`src/hpp_pkg.sv`:
```
// package for the host parallel bus port: constants, field layout and types
package hpp_pkg;
  // timing
  localparam int CLK_NS = 8;
  localparam int LATE_ADDR_NS = 50;
  localparam int LATE_ADDR_CYC = (LATE_ADDR_NS + CLK_NS - 1) / CLK_NS;
  localparam logic [3:0] LATE_CNT = 4'(LATE_ADDR_CYC);
  localparam logic [1:0] STRAP_WAIT = 2'h3;
  // word indexes of the host-visible registers
  localparam logic [4:0] STATUS_WORD = 5'h00;
  localparam logic [4:0] CFG_WORD = 5'h01;
  localparam logic [4:0] MODE_WORD = 5'h02;
  // configuration word fields and the mode word source bit
  localparam int CFG_PS_LSB = 0;
  localparam int CFG_NID_LSB = 2;
  localparam int CFG_MAX_LSB = 7;
  localparam int CFG_RATE_LSB = 12;
  localparam int CFG_ET_BIT = 15;
  localparam int MODE_SRC_BIT = 0;
  // reset values
  localparam logic [15:0] REG_RST = 16'h0000;
  localparam logic [15:0] DATA_RST = 16'h0000;
  localparam logic IRQ_IDLE = 1'b1;

  typedef enum logic [1:0] {RD_IDLE, RD_WAIT, RD_DRIVE} hpp_rd_t;

  typedef struct packed {
    logic cs_n;
    logic wsd;
    logic rsd;
    logic [5:0] addr;
    logic [15:0] data;
    logic style;
    logic sep_addr;
    logic w16;
    logic swap;
    logic ds_pol;
    logic wr_timing;
    logic rd_timing;
    logic [1:0] ps;
    logic [4:0] nid;
    logic [4:0] maxid;
    logic [2:0] rate;
    logic et;
  } hpp_pins_t;

  typedef struct packed {
    logic style;
    logic sep_addr;
    logic w16;
    logic swap;
    logic ds_pol;
    logic wr_timing;
    logic rd_timing;
  } hpp_straps_t;

  typedef struct packed {
    hpp_pins_t s1;
    hpp_pins_t s2;
    logic ale_prev;
    hpp_straps_t st;
    logic [1:0] strap_cnt;
    logic strap_ok;
    logic [5:0] mux_addr;
    logic wr_prev;
    logic [5:0] wr_addr;
    logic [15:0] wr_data;
    hpp_rd_t rd;
    logic [3:0] rd_cnt;
    logic [5:0] rd_addr;
    logic [15:0] dout;
    logic doe;
    logic irq_n;
    logic [1:0] ps;
    logic [4:0] nid;
    logic [4:0] maxid;
    logic [2:0] rate;
    logic et;
    logic [31:0][15:0] regs;
  } hpp_state_t;
endpackage : hpp_pkg

```
`src/hpp_port.sv`:
```
// host parallel bus port: strobes, address capture, register file, config select
// Operation
// RULE1 - strobe-style strap picks separate read/write strobes or data strobe plus direction
// RULE2 - write is data strobe with direction low, or the write strobe
// RULE3 - read is data strobe with direction high, or the read strobe
// RULE4 - data strobe active low when polarity strap high, else active high
// RULE5 - multiplex strap picks address on low data lines or separate address inputs
// RULE6 - six-bit register address; multiplexed on data lines 5..0
// RULE7 - multiplexed: address 2 is latch strobe, address 3 its polarity
// RULE8 - latch polarity high captures on falling edge, low on rising edge
// RULE9 - write timing strap high: write ends when select or strobe drops
// RULE10 - write timing strap low: write ends when the strobe is released
// RULE11 - read timing strap high: address taken at read start
// RULE12 - read timing strap low: address taken later in the read
// RULE13 - late read capture delayed about 50 ns
// RULE14 - bus width strap high gives 16-bit bus, low gives 8-bit
// RULE15 - 16-bit mode forces address bit 0 to zero
// RULE16 - registers 16 bits, byte lane chosen by address bit 0 in 8-bit mode
// RULE17 - byte order strap low: low byte even, high byte odd
// RULE18 - byte order strap high: low byte odd, high byte even
// RULE19 - interrupt requests drive the interrupt output low
// RULE20 - reset input low holds the device in reset
// RULE21 - network settings come from straps or from host registers
// RULE22 - strobes ignored without chip select; data driven only during reads
// RULE23 - host interface straps sampled at reset, then held constant
`timescale 1ns/1ps
module hpp_port
  import hpp_pkg::*;
(
  // clock and reset
  input wire logic sys_clk,
  input wire logic rst_b,
  // host bus pins
  input wire logic chip_select_low,
  input wire logic write_strobe_or_direction,
  input wire logic read_strobe_or_data_strobe,
  input wire logic [5:0] addr_in,
  input wire logic [15:0] data_in,
  output logic [15:0] data_out,
  output logic data_oe,
  output logic interrupt_request_low,
  // interface straps
  input wire logic strobe_style_strap,
  input wire logic address_multiplex_strap,
  input wire logic bus_width_strap,
  input wire logic byte_order_strap,
  input wire logic strobe_polarity_strap,
  input wire logic write_timing_strap,
  input wire logic read_timing_strap,
  // network setting straps
  input wire logic [1:0] page_size_setting,
  input wire logic [4:0] own_node_number,
  input wire logic [4:0] max_node_number,
  input wire logic [2:0] data_rate_setting,
  input wire logic extended_timer_setting,
  // core side, same clock
  input wire logic core_irq,
  input wire logic [15:0] core_status,
  output logic [1:0] page_size_out,
  output logic [4:0] own_node_out,
  output logic [4:0] max_node_out,
  output logic [2:0] data_rate_out,
  output logic ext_timer_out
);

  // byte lane of an 8-bit access
  function automatic logic lane_hi(input logic a0, input logic swap);
    lane_hi = a0 ^ swap; // RULE17 RULE18
  endfunction : lane_hi

  // address as seen inside, bit 0 dropped on a 16-bit bus
  function automatic logic [5:0] fix_addr(input logic [5:0] a, input logic w16);
    fix_addr = w16 ? {a[5:1], 1'b0} : a; // RULE15
  endfunction : fix_addr

  logic [1:0] rst_ff;
  logic rst_q;
  hpp_state_t s;
  hpp_state_t next_s;
  hpp_pins_t p;
  logic ds_on;
  logic wr_on;
  logic rd_on;
  logic wr_act;
  logic rd_act;
  logic wr_track;
  logic wr_commit;
  logic ale_cap;
  logic rd_cap;
  logic [5:0] cur_addr;
  logic [15:0] rd_word;
  logic cfg_src;

  // read data for a read address, built from the frozen straps
  function automatic logic [15:0] read_data(input logic [5:0] a);
    logic [15:0] w;
    w = (a[5:1] == STATUS_WORD) ? core_status : s.regs[a[5:1]];
    if (s.st.w16) begin
      read_data = w; // RULE14
    end else if (lane_hi(a[0], s.st.swap)) begin
      read_data = {8'h00, w[15:8]}; // RULE16
    end else begin
      read_data = {8'h00, w[7:0]};
    end
  endfunction : read_data

  // reset release through two flops; assertion stays asynchronous
  always_ff @(posedge sys_clk or negedge rst_b) begin // RULE20
    if (!rst_b) begin
      rst_ff <= 2'h0;
    end else begin
      rst_ff <= {rst_ff[0], 1'b1};
    end
  end
  assign rst_q = rst_ff[1];

  // decode of the synchronised pins
  always_comb begin
    p = s.s2;
    ds_on = s.st.ds_pol ? ~p.rsd : p.rsd; // RULE4
    wr_on = s.st.style ? (ds_on & ~p.wsd) : ~p.wsd; // RULE1 RULE2
    rd_on = s.st.style ? (ds_on & p.wsd) : ~p.rsd; // RULE1 RULE3
    wr_act = ~p.cs_n & wr_on & s.strap_ok; // RULE22
    rd_act = ~p.cs_n & rd_on & s.strap_ok; // RULE22
    // early-release hosts: the access ends with select or strobe
    wr_track = s.st.wr_timing ? wr_act // RULE9
             : (wr_on & s.strap_ok & (~p.cs_n | s.wr_prev)); // RULE10
    wr_commit = s.wr_prev & ~wr_track;
    ale_cap = p.addr[3] ? (s.ale_prev & ~p.addr[2]) // RULE7 RULE8
            : (~s.ale_prev & p.addr[2]);
    cur_addr = fix_addr(s.st.sep_addr ? p.addr : s.mux_addr, s.st.w16); // RULE5 RULE6
    rd_cap = 1'b0;
    if (s.rd == RD_IDLE) begin
      rd_cap = rd_act & s.st.rd_timing; // RULE11
    end else if (s.rd == RD_WAIT) begin
      rd_cap = rd_act & (s.rd_cnt == LATE_CNT); // RULE12 RULE13
    end
    cfg_src = s.regs[MODE_WORD][MODE_SRC_BIT];
  end

  // next state of the whole port
  always_comb begin
    next_s = s;
    next_s.s1 = {chip_select_low, write_strobe_or_direction, read_strobe_or_data_strobe,
                 addr_in, data_in, strobe_style_strap, address_multiplex_strap,
                 bus_width_strap, byte_order_strap, strobe_polarity_strap,
                 write_timing_strap, read_timing_strap, page_size_setting,
                 own_node_number, max_node_number, data_rate_setting,
                 extended_timer_setting};
    next_s.s2 = s.s1;
    next_s.ale_prev = s.s2.addr[2];
    // straps follow the pins only until the pipeline has filled after reset
    if (!s.strap_ok) begin // RULE23
      next_s.st = {p.style, p.sep_addr, p.w16, p.swap, p.ds_pol, p.wr_timing, p.rd_timing};
      next_s.strap_cnt = s.strap_cnt + 2'h1;
      next_s.strap_ok = (s.strap_cnt == STRAP_WAIT);
    end
    if (!s.st.sep_addr && ale_cap) begin
      next_s.mux_addr = p.data[5:0]; // RULE6 RULE8
    end
    // write path: address and data follow the bus while selected
    next_s.wr_prev = wr_track;
    if (wr_act) begin
      next_s.wr_addr = cur_addr;
      next_s.wr_data = p.data;
    end
    if (wr_commit) begin
      if (s.st.w16) begin
        next_s.regs[s.wr_addr[5:1]] = s.wr_data; // RULE14 RULE16
      end else if (lane_hi(s.wr_addr[0], s.st.swap)) begin
        next_s.regs[s.wr_addr[5:1]][15:8] = s.wr_data[7:0]; // RULE18
      end else begin
        next_s.regs[s.wr_addr[5:1]][7:0] = s.wr_data[7:0]; // RULE17
      end
    end
    // read sequencer
    unique case (s.rd)
      RD_IDLE: begin
        if (rd_act) begin
          next_s.rd = s.st.rd_timing ? RD_DRIVE : RD_WAIT;
          next_s.rd_cnt = 4'h1;
        end
      end
      RD_WAIT: begin
        if (!rd_act) begin
          next_s.rd = RD_IDLE;
        end else if (rd_cap) begin
          next_s.rd = RD_DRIVE;
        end else begin
          next_s.rd_cnt = s.rd_cnt + 4'h1;
        end
      end
      RD_DRIVE: begin
        if (!rd_act) begin
          next_s.rd = RD_IDLE;
        end
      end
      // an unused code falls back to idle
      default: begin
        next_s.rd = RD_IDLE;
      end
    endcase
    if (rd_cap) begin
      next_s.rd_addr = cur_addr;
    end
    // data refreshed each cycle so a status or register change is seen
    next_s.doe = (next_s.rd == RD_DRIVE); // RULE22
    rd_word = read_data(next_s.rd_addr);
    next_s.dout = next_s.doe ? rd_word : DATA_RST;
    next_s.irq_n = ~core_irq; // RULE19
    // network settings from straps or from the host
    if (cfg_src) begin // RULE21
      next_s.ps = s.regs[CFG_WORD][CFG_PS_LSB +: 2];
      next_s.nid = s.regs[CFG_WORD][CFG_NID_LSB +: 5];
      next_s.maxid = s.regs[CFG_WORD][CFG_MAX_LSB +: 5];
      next_s.rate = s.regs[CFG_WORD][CFG_RATE_LSB +: 3];
      next_s.et = s.regs[CFG_WORD][CFG_ET_BIT];
    end else begin
      next_s.ps = p.ps;
      next_s.nid = p.nid;
      next_s.maxid = p.maxid;
      next_s.rate = p.rate;
      next_s.et = p.et;
    end
  end

  // state register; synchronised select idles high after reset so nothing looks selected
  always_ff @(posedge sys_clk or negedge rst_q) begin // RULE20
    if (!rst_q) begin
      s <= '0;
      s.s1.cs_n <= 1'b1;
      s.s2.cs_n <= 1'b1;
      s.irq_n <= IRQ_IDLE;
      s.regs <= {32{REG_RST}};
      s.rd <= RD_IDLE;
    end else begin
      s <= next_s;
    end
  end

  assign data_out = s.dout;
  assign data_oe = s.doe;
  assign interrupt_request_low = s.irq_n;
  assign page_size_out = s.ps;
  assign own_node_out = s.nid;
  assign max_node_out = s.maxid;
  assign data_rate_out = s.rate;
  assign ext_timer_out = s.et;
endmodule : hpp_port

```
`config.mk`:
```
export PLATFORM = sky130hd
export DESIGN_NAME = hpp_port
export DESIGN_NICKNAME = d
export VERILOG_FILES = /design/src/hpp_pkg.sv /design/src/hpp_port.sv
export SDC_FILE = /design/constraint.sdc
export NUM_CORES = 1
export LEC_CHECK = 0
export BUFFER_PORTS_ARGS = -buffer_cell sky130_fd_sc_hd__buf_2
export CORE_UTILIZATION = 56
export CTS_CLUSTER_SIZE = 20
export DETAILED_ROUTE_END_ITERATION = 6
export PLACE_DENSITY = 0.76
export SLEW_MARGIN = 20
export SYNTH_ARGS = -nofsm -noshare
export SYNTH_HDL_FRONTEND = slang
export SYNTH_SLANG_ARGS = --single-unit
```
`constraint.sdc`:
```
create_clock -name sys_clk -period 20.3 [get_ports sys_clk]
set_input_delay 0 -clock sys_clk [delete_from_list [all_inputs] [get_ports sys_clk]]
set_output_delay 0 -clock sys_clk [all_outputs]
set_load 0.01 [all_outputs]
```
[Word level (Yosys, flattened, before mapping)]
Cells that the tools add are included.
Cells by class
  add/sub/neg operators: 2
  multiply operators: 0
  div/mod/pow operators: 0
  order comparisons: 3
  equality and inequality tests: 8
  shift operators: 0
  mux-type cells: 38
  bitwise gates (word level): 23
  reduce and logical (&&, ||, !) cells: 7
Operators with widths (number)
  bitwise mux 512 bit: 3
  2-to-1 mux 512 bit: 2
  demux 16 bit (select 5 bit): 3
  2-to-1 mux 16 bit: 7
  binary-select mux 16 bit (select 5 bit): 1
  2-to-1 mux 6 bit: 3
  2-to-1 mux 8 bit: 2
  AND 1 bit: 13
  less-than comparator 5 x 6 -> 1 bit, second input constant: 2
  2-to-1 mux 1 bit: 9
  2-to-1 mux 2 bit: 4
  2-to-1 mux 4 bit: 2
  case mux 4 bit (2 select lines): 1
  inverter 1 bit: 7
  equality test 2 bit, second input constant: 3
  inequality test 2 bit, second input constant: 3
  case mux 2 bit (3 select lines): 1
  >= comparator 5 x 1 -> 1 bit, second input constant: 1
  zero test 5 bit: 1
  adder 4 x 1 -> 4 bit, second input constant: 1
  equality test 4 x 3 -> 1 bit, second input constant: 1
  AND reduction 4 bit: 1
  adder 2 x 1 -> 2 bit, second input constant: 1
  equality test 2 x 1 -> 1 bit, second input constant: 1
  other kinds (6): 8
Storage, ports and cells
  bits in registers: 696
  bits in latches: 0
  RAM bits: 0
  ROM bits: 0
  input bits: 67
  output and inout port bits: 34
  logic and storage cells: 173
  memories kept: 0

[Depth between registers and ports, before layout]
Gate-level depths: netlist (run 1).
  depth after elaboration: 16
  mapped depth: 14
  mapped depth without buffers: 11

[Worst setup path before layout (run 1)]
Ideal clock, no wire load.
  kind: register to register
  start point: register s[552] in the netlist's numbering
  end point: register s (netlist bit data_out[5])
  library setup time: 0.143 ns
  data arrival time: 2.554 ns
  data required time: 20.157 ns
  slack: 17.603 ns
  stages on the path, launching flop included: 11
  path buffers: 1
  period minus slack after synthesis: 2.697 ns
  path through: dfrtp_1 ha_1 nand4b_1 nand2_1 a21o_4 a221oi_2 buf_2 a221oi_1 o2111a_1 a221oi_1 a22oi_1
RTL lines
  start, declared: RTL line hpp_port.sv:78  | hpp_state_t s;
  start signal, assigned: RTL line hpp_port.sv:237  | s <= next_s;

==> results by stage, run 1 <==
Layout:
- Across the whole layout, storage elements account for 0.0171 mm2.
- Summing all multi-input logic gate instances after layout gives 0.0110 mm2.
- In the final layout, the share of cells above drive strength 1 is 0.216.
- The area growth from synthesis to layout is 12.7%.
- The fill cell instance count of the final layout is 3,938.
- The number of nets in the layout is 2,774.

Synthesis:
- The mapped netlist covers 0.0291 mm2.
- The post-synthesis average cell area is 11.0 um2.
- The synthesized netlist cell count is 2,638.
- The commonest cells after synthesis are dfrtp_1, nand2_1, mux2_2.
- Ranked by total cell area, the synthesized netlist is headed by dfrtp_1, mux2_2, nand2_1.
- The area share of the largest cell type after synthesis is 0.584.
- The leading register cell type out of synthesis is dfrtp_1.
- In this run, distinct cell masters in the synthesized netlist total 78.
- Yosys instantiated no cell more often than dfrtp_1.
- The total of flip-flops plus latches after synthesis is 682.
- The synthesis warning total is 0.
- The dominant cell type by area after synthesis is dfrtp_1.
- Of the synthesized area, sequential elements account for 0.586.
- In the synthesized netlist the async set-or-reset flop fraction comes to 1.00.
- The post-synthesis net count is 2,707.
- The number of flops mapped to enable cells by yosys is 0.

CTS:
- The worst-case clock buffer depth is 3.
- CTS placed an instance of clkbuf_16 at the clock tree root.
- The total CTS buffers is 71.
- The clock reaches the later pin of the worst-skew pair after 0.61 ns.
- The number of gates resized after CTS is 0.
- The post-CTS setup-driven buffer insertion count is 0.
- The clock-pin slew reported for the worst setup and hold paths after clock tree synthesis is 0.07 ns.
- The clock net sink count is 682.
- TritonCTS built the clock tree.
- CTS built an H-tree with a depth of 3.

Route:
- The average via count per standard cell is 6.29.
- The remaining design rule violation count is 0.
- The number of nets still failing antenna checks after routing is 0.
- Before antenna repair, the detailed router went through 6 iterations.
- The detailed-route wire length per cell is 23.6 um.
- The total length of routed wires is 81.0 mm.
- For this block, the initial DRC count from the detailed router was 2,425.
- The via count is 21,600.

Flow run:
- The number of max-cap violations is 0.

Power and ir drop:
- Of the total power, registers draw 0.446.
- The worst supply voltage drop on vdd is 93.1 uV.
- The part of the power in the clock network is 0.324.
- In this run the static leakage power is 15.0 nW.
- In this run the power spent charging and discharging nets is 1.26 mW.
- The fraction of power spent switching nets is 0.323.
- The total internal power is 2.65 mW.
- Of the total power, combinational logic draws 0.231.
- The power per unit of standard cell area is 119 mW/mm2.

Timing:
- In the final timing run, aggregate negative setup slack is 0 ns.
- After layout, the worst setup slack is 14.52 ns.
- For the pin with the worst max-slew slack, the measured transition is 1.08 ns.
- Derived from the worst setup path, the maximum achievable clock frequency is 173 MHz.
- Setup repair after global routing left no endpoint under its margin.
- In the finished design, the share of the clock period the worst path needs comes to 0.285.
- The final-report hold violation count is 0.
- The clock arrives with 0.0242 ns of skew.
- Setup violations remaining at the end of the flow were counted as 0.
- The final-report max-slew violation count is 0.
- In this run the tightest slew margin relative to its limit is 0.264.
- The post-route minimum period is 5.78 ns.

Worst hold path:
- The worst hold path begins at addr_in[4].
- The path class of the tightest hold or removal check is in2reg.

Global route:
- The maximum number of pins on one net before global-route repair is 198.
- The overall fraction of global-route tracks in use is 0.312.
- The via count of the first global-routing pass is 21,700.
- The first global-routing pass estimated 126 mm of wire.
- The remaining global-route overflow is 0.
- The initial antenna violation count was 2.

Die:
- The area of the core is 0.0513 mm2.
- The row count is 83.
- The die width is 230 um.
- The die covers 0.0529 mm2.
- The height of the chip is 230 um.
- The count of boundary I/O pins is 101.
- The initial utilization of the core area, before any placement, comes to 0.567.

Worst setup path:
- The critical path starts at s[587].
- The origin of the critical flop-to-flop path is s[587].
- STA puts the critical path data required time at 20.79 ns.
- The critical path arrival is 6.26 ns.
- The type of the worst setup path is reg2reg.
- Along the worst path, the maximum fanout reaches 69.
- The endpoint class of the critical path is a flip-flop.
- The worst setup path is launched from a flip-flop.

Placement:
- The final RePlAce weighted congestion is 0.911.
- The final HPWL from detailed placement is 50.1 mm.
- Timing analysis after detailed placement gives a worst setup slack of 15.14 ns.
- The count of buffers from port buffering is 100.

Outcome:
- The flow ran to the end, and the final reports show no timing, DRC or antenna violations.
registers in the layout (all words and copies together) (netlist names):
name,flops
ext_timer_out,1
page_size_out,2
interrupt_request_low,1
p,47
data_oe,1
s,549
data_out,16
own_node_out,5
next_s,49
max_node_out,5
data_rate_out,3
cfg_src,1
rst_ff,2
layer usage:
layer  vias to the layer above  GRT usage  part of all wire
met3                       249     0.0719             0.094
li1                       9322          -                 -
met1                     10800      0.423              0.40
met2                      1184      0.482              0.46
met4                         0      0.141             0.047
met5                         -          0                 0
repair_timing:
| item | CTS | global route |
|---|---|---|
| hold endpoints to repair | 67 | 0 |
| hold buffers | 69 | 0 |
| setup endpoints to repair | 0 | 0 |
worst max-delay path, stage by stage (launching register included):
cell and delay, ns:
dfrtp_1 0.65, nor4b_4 0.36, a22o_2 0.35, a21o_1 0.21, nand2_2 0.42, inv_4 0.79, buf_4 0.67, mux2i_1 0.28
a221oi_1 0.11, o221a_2 0.35, a221oi_1 0.68, a32oi_1 0.11, dlygate4sd3_1 0.61
placed cells by master (no fill, tap or decap), types with 7 or more instances in the layout:
| cell | n |
|---|---|
| a221oi_1 | 22 |
| a32o_1 | 8 |
| nand2_1 | 623 |
| a21oi_1 | 41 |
| a32oi_1 | 18 |
| and3_1 | 36 |
| nor3_1 | 8 |
| o21ai_0 | 253 |
| nand4_1 | 11 |
| a31oi_1 | 29 |
| mux2i_1 | 59 |
| o221ai_1 | 7 |
| nor2_1 | 47 |
| a211oi_1 | 25 |
| clkbuf_16 | 73 |
| buf_4 | 39 |
| dlygate4sd3_1 | 69 |
| o22ai_1 | 14 |
| a311oi_1 | 30 |
| nand3_1 | 74 |
| clkbuf_1 | 17 |
| clkbuf_8 | 13 |
| mux2_2 | 302 |
| clkinv_2 | 11 |
| a22oi_2 | 8 |
| nor2b_1 | 7 |
| dfrtp_1 | 676 |
| buf_2 | 100 |
final timing paths:
| check | end | slack, ns | cells past startpoint |
|---|---|---|---|
| worst max-delay path | data_out[1] | 14.52 | 12 |
| worst min-delay path | next_s[641] | 0.03 | 2 |
| worst max register to register | data_out[1] | 14.52 | 12 |
| worst min register to register | p[39] | 0.35 | 0 |
| max in group asynchronous | data_out[10] | 17.70 | 3 |
| min in group asynchronous | rst_ff[1] | 0.24 | 3 |
logic make-up after synthesis:
logic type | count (synthesis) | synth area share
other cells | 1 | 0.000129
compound gates | 510 | 0.112
mux | 365 | 0.139
xor+xnor | 3 | 0.000903
fa+ha+maj | 2 | 0.000860
buf+inv | 228 | 0.0380
flops | 682 | 0.586
simple gates | 847 | 0.123
per-stage QoR:
step	total power [mW]	utilization	hold slack [ns]	instance area [um2]	instances
2_1_floorplan	2.32	-	-0.296	29100	2638
3_3_place_gp	2.59	0.581	-0.212	29800	3241
3_5_place_dp	2.62	0.581	-0.212	29800	3241
4_1_cts	3.90	0.638	0.00691	32700	3428
5_1_grt	4.06	0.639	0.0140	32800	3430
6_report	3.91	0.639	0.0284	32800	3431
power by group through the flow:
stage,Combinational [mW],Clock (mW),Sequential (mW)
global route,0.964,1.33,1.77
detailed placement,0.866,0,1.76
floorplan,0.603,0,1.72
CTS,0.883,1.28,1.74
global placement,0.840,0,1.75
finish,0.903,1.27,1.74
area by class of cell:
class | count | area share
tap | 680 | 0.0259
multi-input combinational | 1728 | 0.336
clock buffer | 103 | 0.0631
inverter | 10 | 0.00130
sequential | 682 | 0.521
timing repair buffer | 212 | 0.0477
antenna | 1 | 0.0000763
clock inverter | 15 | 0.00466
Power figures use the tool's default switching activity.
==> run 2, diff against run 1 <==
--- a/config.mk
+++ b/config.mk
@@ -6,10 +6,10 @@
 export NUM_CORES = 1
 export LEC_CHECK = 0
 export BUFFER_PORTS_ARGS = -buffer_cell sky130_fd_sc_hd__buf_2
-export CORE_UTILIZATION = 56
+export CORE_UTILIZATION = 62
 export CTS_CLUSTER_SIZE = 20
 export DETAILED_ROUTE_END_ITERATION = 6
-export PLACE_DENSITY = 0.76
+export PLACE_DENSITY = 0.8
 export SLEW_MARGIN = 20
 export SYNTH_ARGS = -nofsm -noshare
 export SYNTH_HDL_FRONTEND = slang
==> constraint.sdc (replaced) <==
create_clock -name sys_clk -period 5.8 [get_ports sys_clk]
set_input_delay 0 -clock sys_clk [delete_from_list [all_inputs] [get_ports sys_clk]]
set_output_delay 0 -clock sys_clk [all_outputs]
set_load 0.01 [all_outputs]
==> results by stage, run 2 (synthesis gave the netlist of run 1 again) <==
Timing:
- The worst clock skew came to 0.0286 ns (+0.00440 ns).
- The worst hold margin was 0.0165 ns (-0.0119 ns).
- The final-report hold violation count was 0 (unchanged).
- The minimum setup slack in the final design is 1.08 ns (-13.45 ns).
- The upper clock frequency limit is 212 MHz (+22%).
- The setup TNS after final layout is 0 ns (unchanged).
- The final-report max-slew violation count came to 0 (unchanged).
- The post-route minimum period came to 4.72 ns (-1.05 ns).
- Setup repair after global routing left no endpoint under its margin.
- The share of the clock period used by the worst path is 0.814 (+0.530).
- The slew at the pin with the worst max-slew slack is 1.17 ns (+0.0892 ns).
- The worst slew margin relative to its limit was 0.217 (-0.0470).
- The final count of negative-setup-slack endpoints is 0 (unchanged).

Worst hold path:
- In this run the worst hold path is classified as in2reg.
- The start point of the worst hold path is data_in[6].
- The worst hold path depth was 2 (unchanged).

Die:
- The count of boundary I/O pins is 101 (unchanged).
- The row count was 79 (-4.8%).
- The die width is 219 um (-4.9%).
- The starting density of the core is 0.627 (+0.0592).
- The area of the core was 0.0465 mm2 (-9.4%).
- The height of the chip came to 219 um (-4.9%).
- The total die area is 0.0478 mm2 (-9.6%).

Global route:
- The via count of the first global-routing pass was 21,500 (-0.80%).
- The overall fraction of global-route tracks in use was 0.346 (+0.0335).
- The maximum number of pins on one net before global-route repair was 175 (-12%).
- The wire length of the first global-routing pass is 125 mm (-1.4%).
- The remaining global-route overflow is 0 (unchanged).
- The initial antenna violation count is 1 (-1).

Placement:
- The pre-CTS setup slack came to 1.59 ns (-13.56 ns).
- The number of placed instances with taps included is 3,170 (-2.2%).
- The final RePlAce weighted congestion is 0.921 (+1.2%).
- The cell area after placement was 0.0298 mm2 (about the same).
- The final HPWL from detailed placement is 49.7 mm (-0.76%).
- The count of buffers from port buffering came to 100 (unchanged).

Worst setup path:
- The most critical setup path has its startpoint at s[587].
- The critical path arrival is 5.27 ns (-0.99 ns).
- The worst reg-to-reg setup slack is 1.08 ns (-13.45 ns).
- The last element of the critical path is data_out[6].
- The type of the worst setup path is reg2reg.
- The worst stage delay on the critical path is 0.81 ns (+0.02 ns).
- The critical path goes through nor4b_4 -> a22o_2 -> a21o_4 -> nand2_4 -> inv_4 -> buf_4 -> nand2_1 -> a31oi_1 -> nand4_1 -> o22ai_1 -> a2bb2oi_1 -> dlygate4sd3_1.
- The slowest cell on the critical path is inv_4.
- The worst setup path is captured at a flip-flop.
- The cell count of the worst reg-to-reg path is 12 (unchanged).
- The startpoint type of the worst setup path is a flip-flop.
- The critical path required time is 6.35 ns (-14.44 ns).
- The critical-path maximum fanout is 82 (+19%).
- The origin of the critical flop-to-flop path is s[587].
- The capture point of the worst reg-to-reg path is data_out[6].

CTS:
- The H-tree depth reported by CTS is 3 (unchanged).
- The number of gates resized after CTS was 0 (unchanged).
- The total CTS buffers is 70 (-1.4%).
- The clock net sink count was 682 (unchanged).
- The worst-case clock buffer depth is 3 (unchanged).
- The clock-pin slew reported for the worst setup and hold paths after clock tree synthesis is 0.06 ns (about the same).
- The CTS tree is built.
- The worst-skew pair later-pin latency came to 0.63 ns (+0.02 ns).
- The buffer cell driving the clock tree root is clkbuf_16.

Outcome:
- The flow ran to the end, and the final reports show no timing, DRC or antenna violations.

Layout:
- Relative to the synthesized area, the layout overhead comes to 13.3%.
- The number of cells in the finished layout apart from fillers is 3,375 (-1.6%).
- The core utilization of the finished layout is 0.710 (+0.0710).
- The number of nets in the layout was 2,782 (+0.29%).
- The post-route standard cell area excluding fillers was 0.0330 mm2 (+0.61%).
- Ranked by flip-flop count, first place goes to s.
- The leading cell type in the layout, fill and taps excluded is dfrtp_1.
- The fraction of final layout cells sized beyond drive strength 1 is 0.219 (+0.00257).
- The top cell types in the final layout, fill and taps aside, are dfrtp_1, nand2_1, mux2_2, o21ai_0, buf_2.
- The fill cell instance count of the final layout was 3,166 (-20%).
- The flip-flop count of the largest register after layout was 549 (unchanged).
- The number of antenna diodes was 0 (-1).

Route:
- The number of nets still failing antenna checks after routing is 0 (unchanged).
- The via count was 21,800 (+0.98%).
- The remaining design rule violation count is 0 (unchanged).
- The average via count per standard cell came to 6.46 (+2.7%).
- The detailed-route wire length per cell is 23.9 um (+1.0%).
- The DRC marker count from the first detailed-route iteration was 2,897 (+19%).
- The total length of routed wires is 80.5 mm (-0.61%).
- The number of detailed-route iterations in the first pass is 5 (-1).

Power and ir drop:
- The overall power after layout is 14.0 mW (+260%).
- The power per unit of standard cell area is 423 mW/mm2 (+250%).
- The worst supply voltage drop on vdd came to 433 uV (+370%).
- The leakage power is 15.1 nW (+0.94%).

Flow run:
- The number of max-cap violations came to 0 (unchanged).
## run 2: cell types whose count changed in the layout (fill, tap and decap cells not counted), moves of 2 or more
cell	delta
dlygate4sd3_1	+8
nor2_1	+2
nor2_2	-2
inv_6	+2
nor3b_1	-2
clkbuf_8	-3
buf_12	+4
clkinv_2	+4
buf_4	-2
nor3b_2	+2
bufinv_16	+4
## run 2: final cells by class
class	count	area [um2]	share of cell area
well taps	607	759	0.0230
repair buffers	221	1700	0.0514
clock inverters	26	328	0.00994
inverters	10	42.5	0.00129
clock buffers	101	2050	0.0622
flip-flops and latches	682	17100	0.518
multi-input cells	1728	11000	0.334
## run 2: worst max-delay path: cells and delay by family, from the launching register on
kind	cells	cell delay (ns)
buffers and inverters	3	1.79
AND/OR/NAND/NOR	4	0.81
AO/OA/AOI/OAI	5	1.36
flip-flops	1	0.65
## run 2: worst min-delay path by stage
stage          slack, ns           to
2_1_floorplan      -0.30    rst_ff[0]
4_1_cts            0.002  next_s[629]
5_1_grt            0.007  next_s[627]
3_3_place_gp       -0.21    rst_ff[0]
3_5_place_dp       -0.21    rst_ff[0]
6_report            0.02  next_s[627]
## run 2: metal layers
metal | part of all wire | global-route usage | vias up
li1 | - | - | 9360
met2 | 0.46 | 0.523 | 1273
met3 | 0.099 | 0.0717 | 282
met5 | 0.00016 | 0 | -
met4 | 0.050 | 0.177 | 2
met1 | 0.39 | 0.476 | 10900
## run 2: what timing repair did
action,in CTS,in global routing
hold buffers,77,0
hold endpoints to repair,67,0
endpoints found under the setup margin,0,0
setup buffers,0,0
## run 2: report_power, final
part | leakage [nW] | total [mW] | internal, mW | switching (mW)
registers | 9.03 | 6.10 | 5.55 | 0.545
clock network | 1.18 | 4.66 | 2.78 | 1.87
logic | 4.90 | 3.20 | 1.15 | 2.05
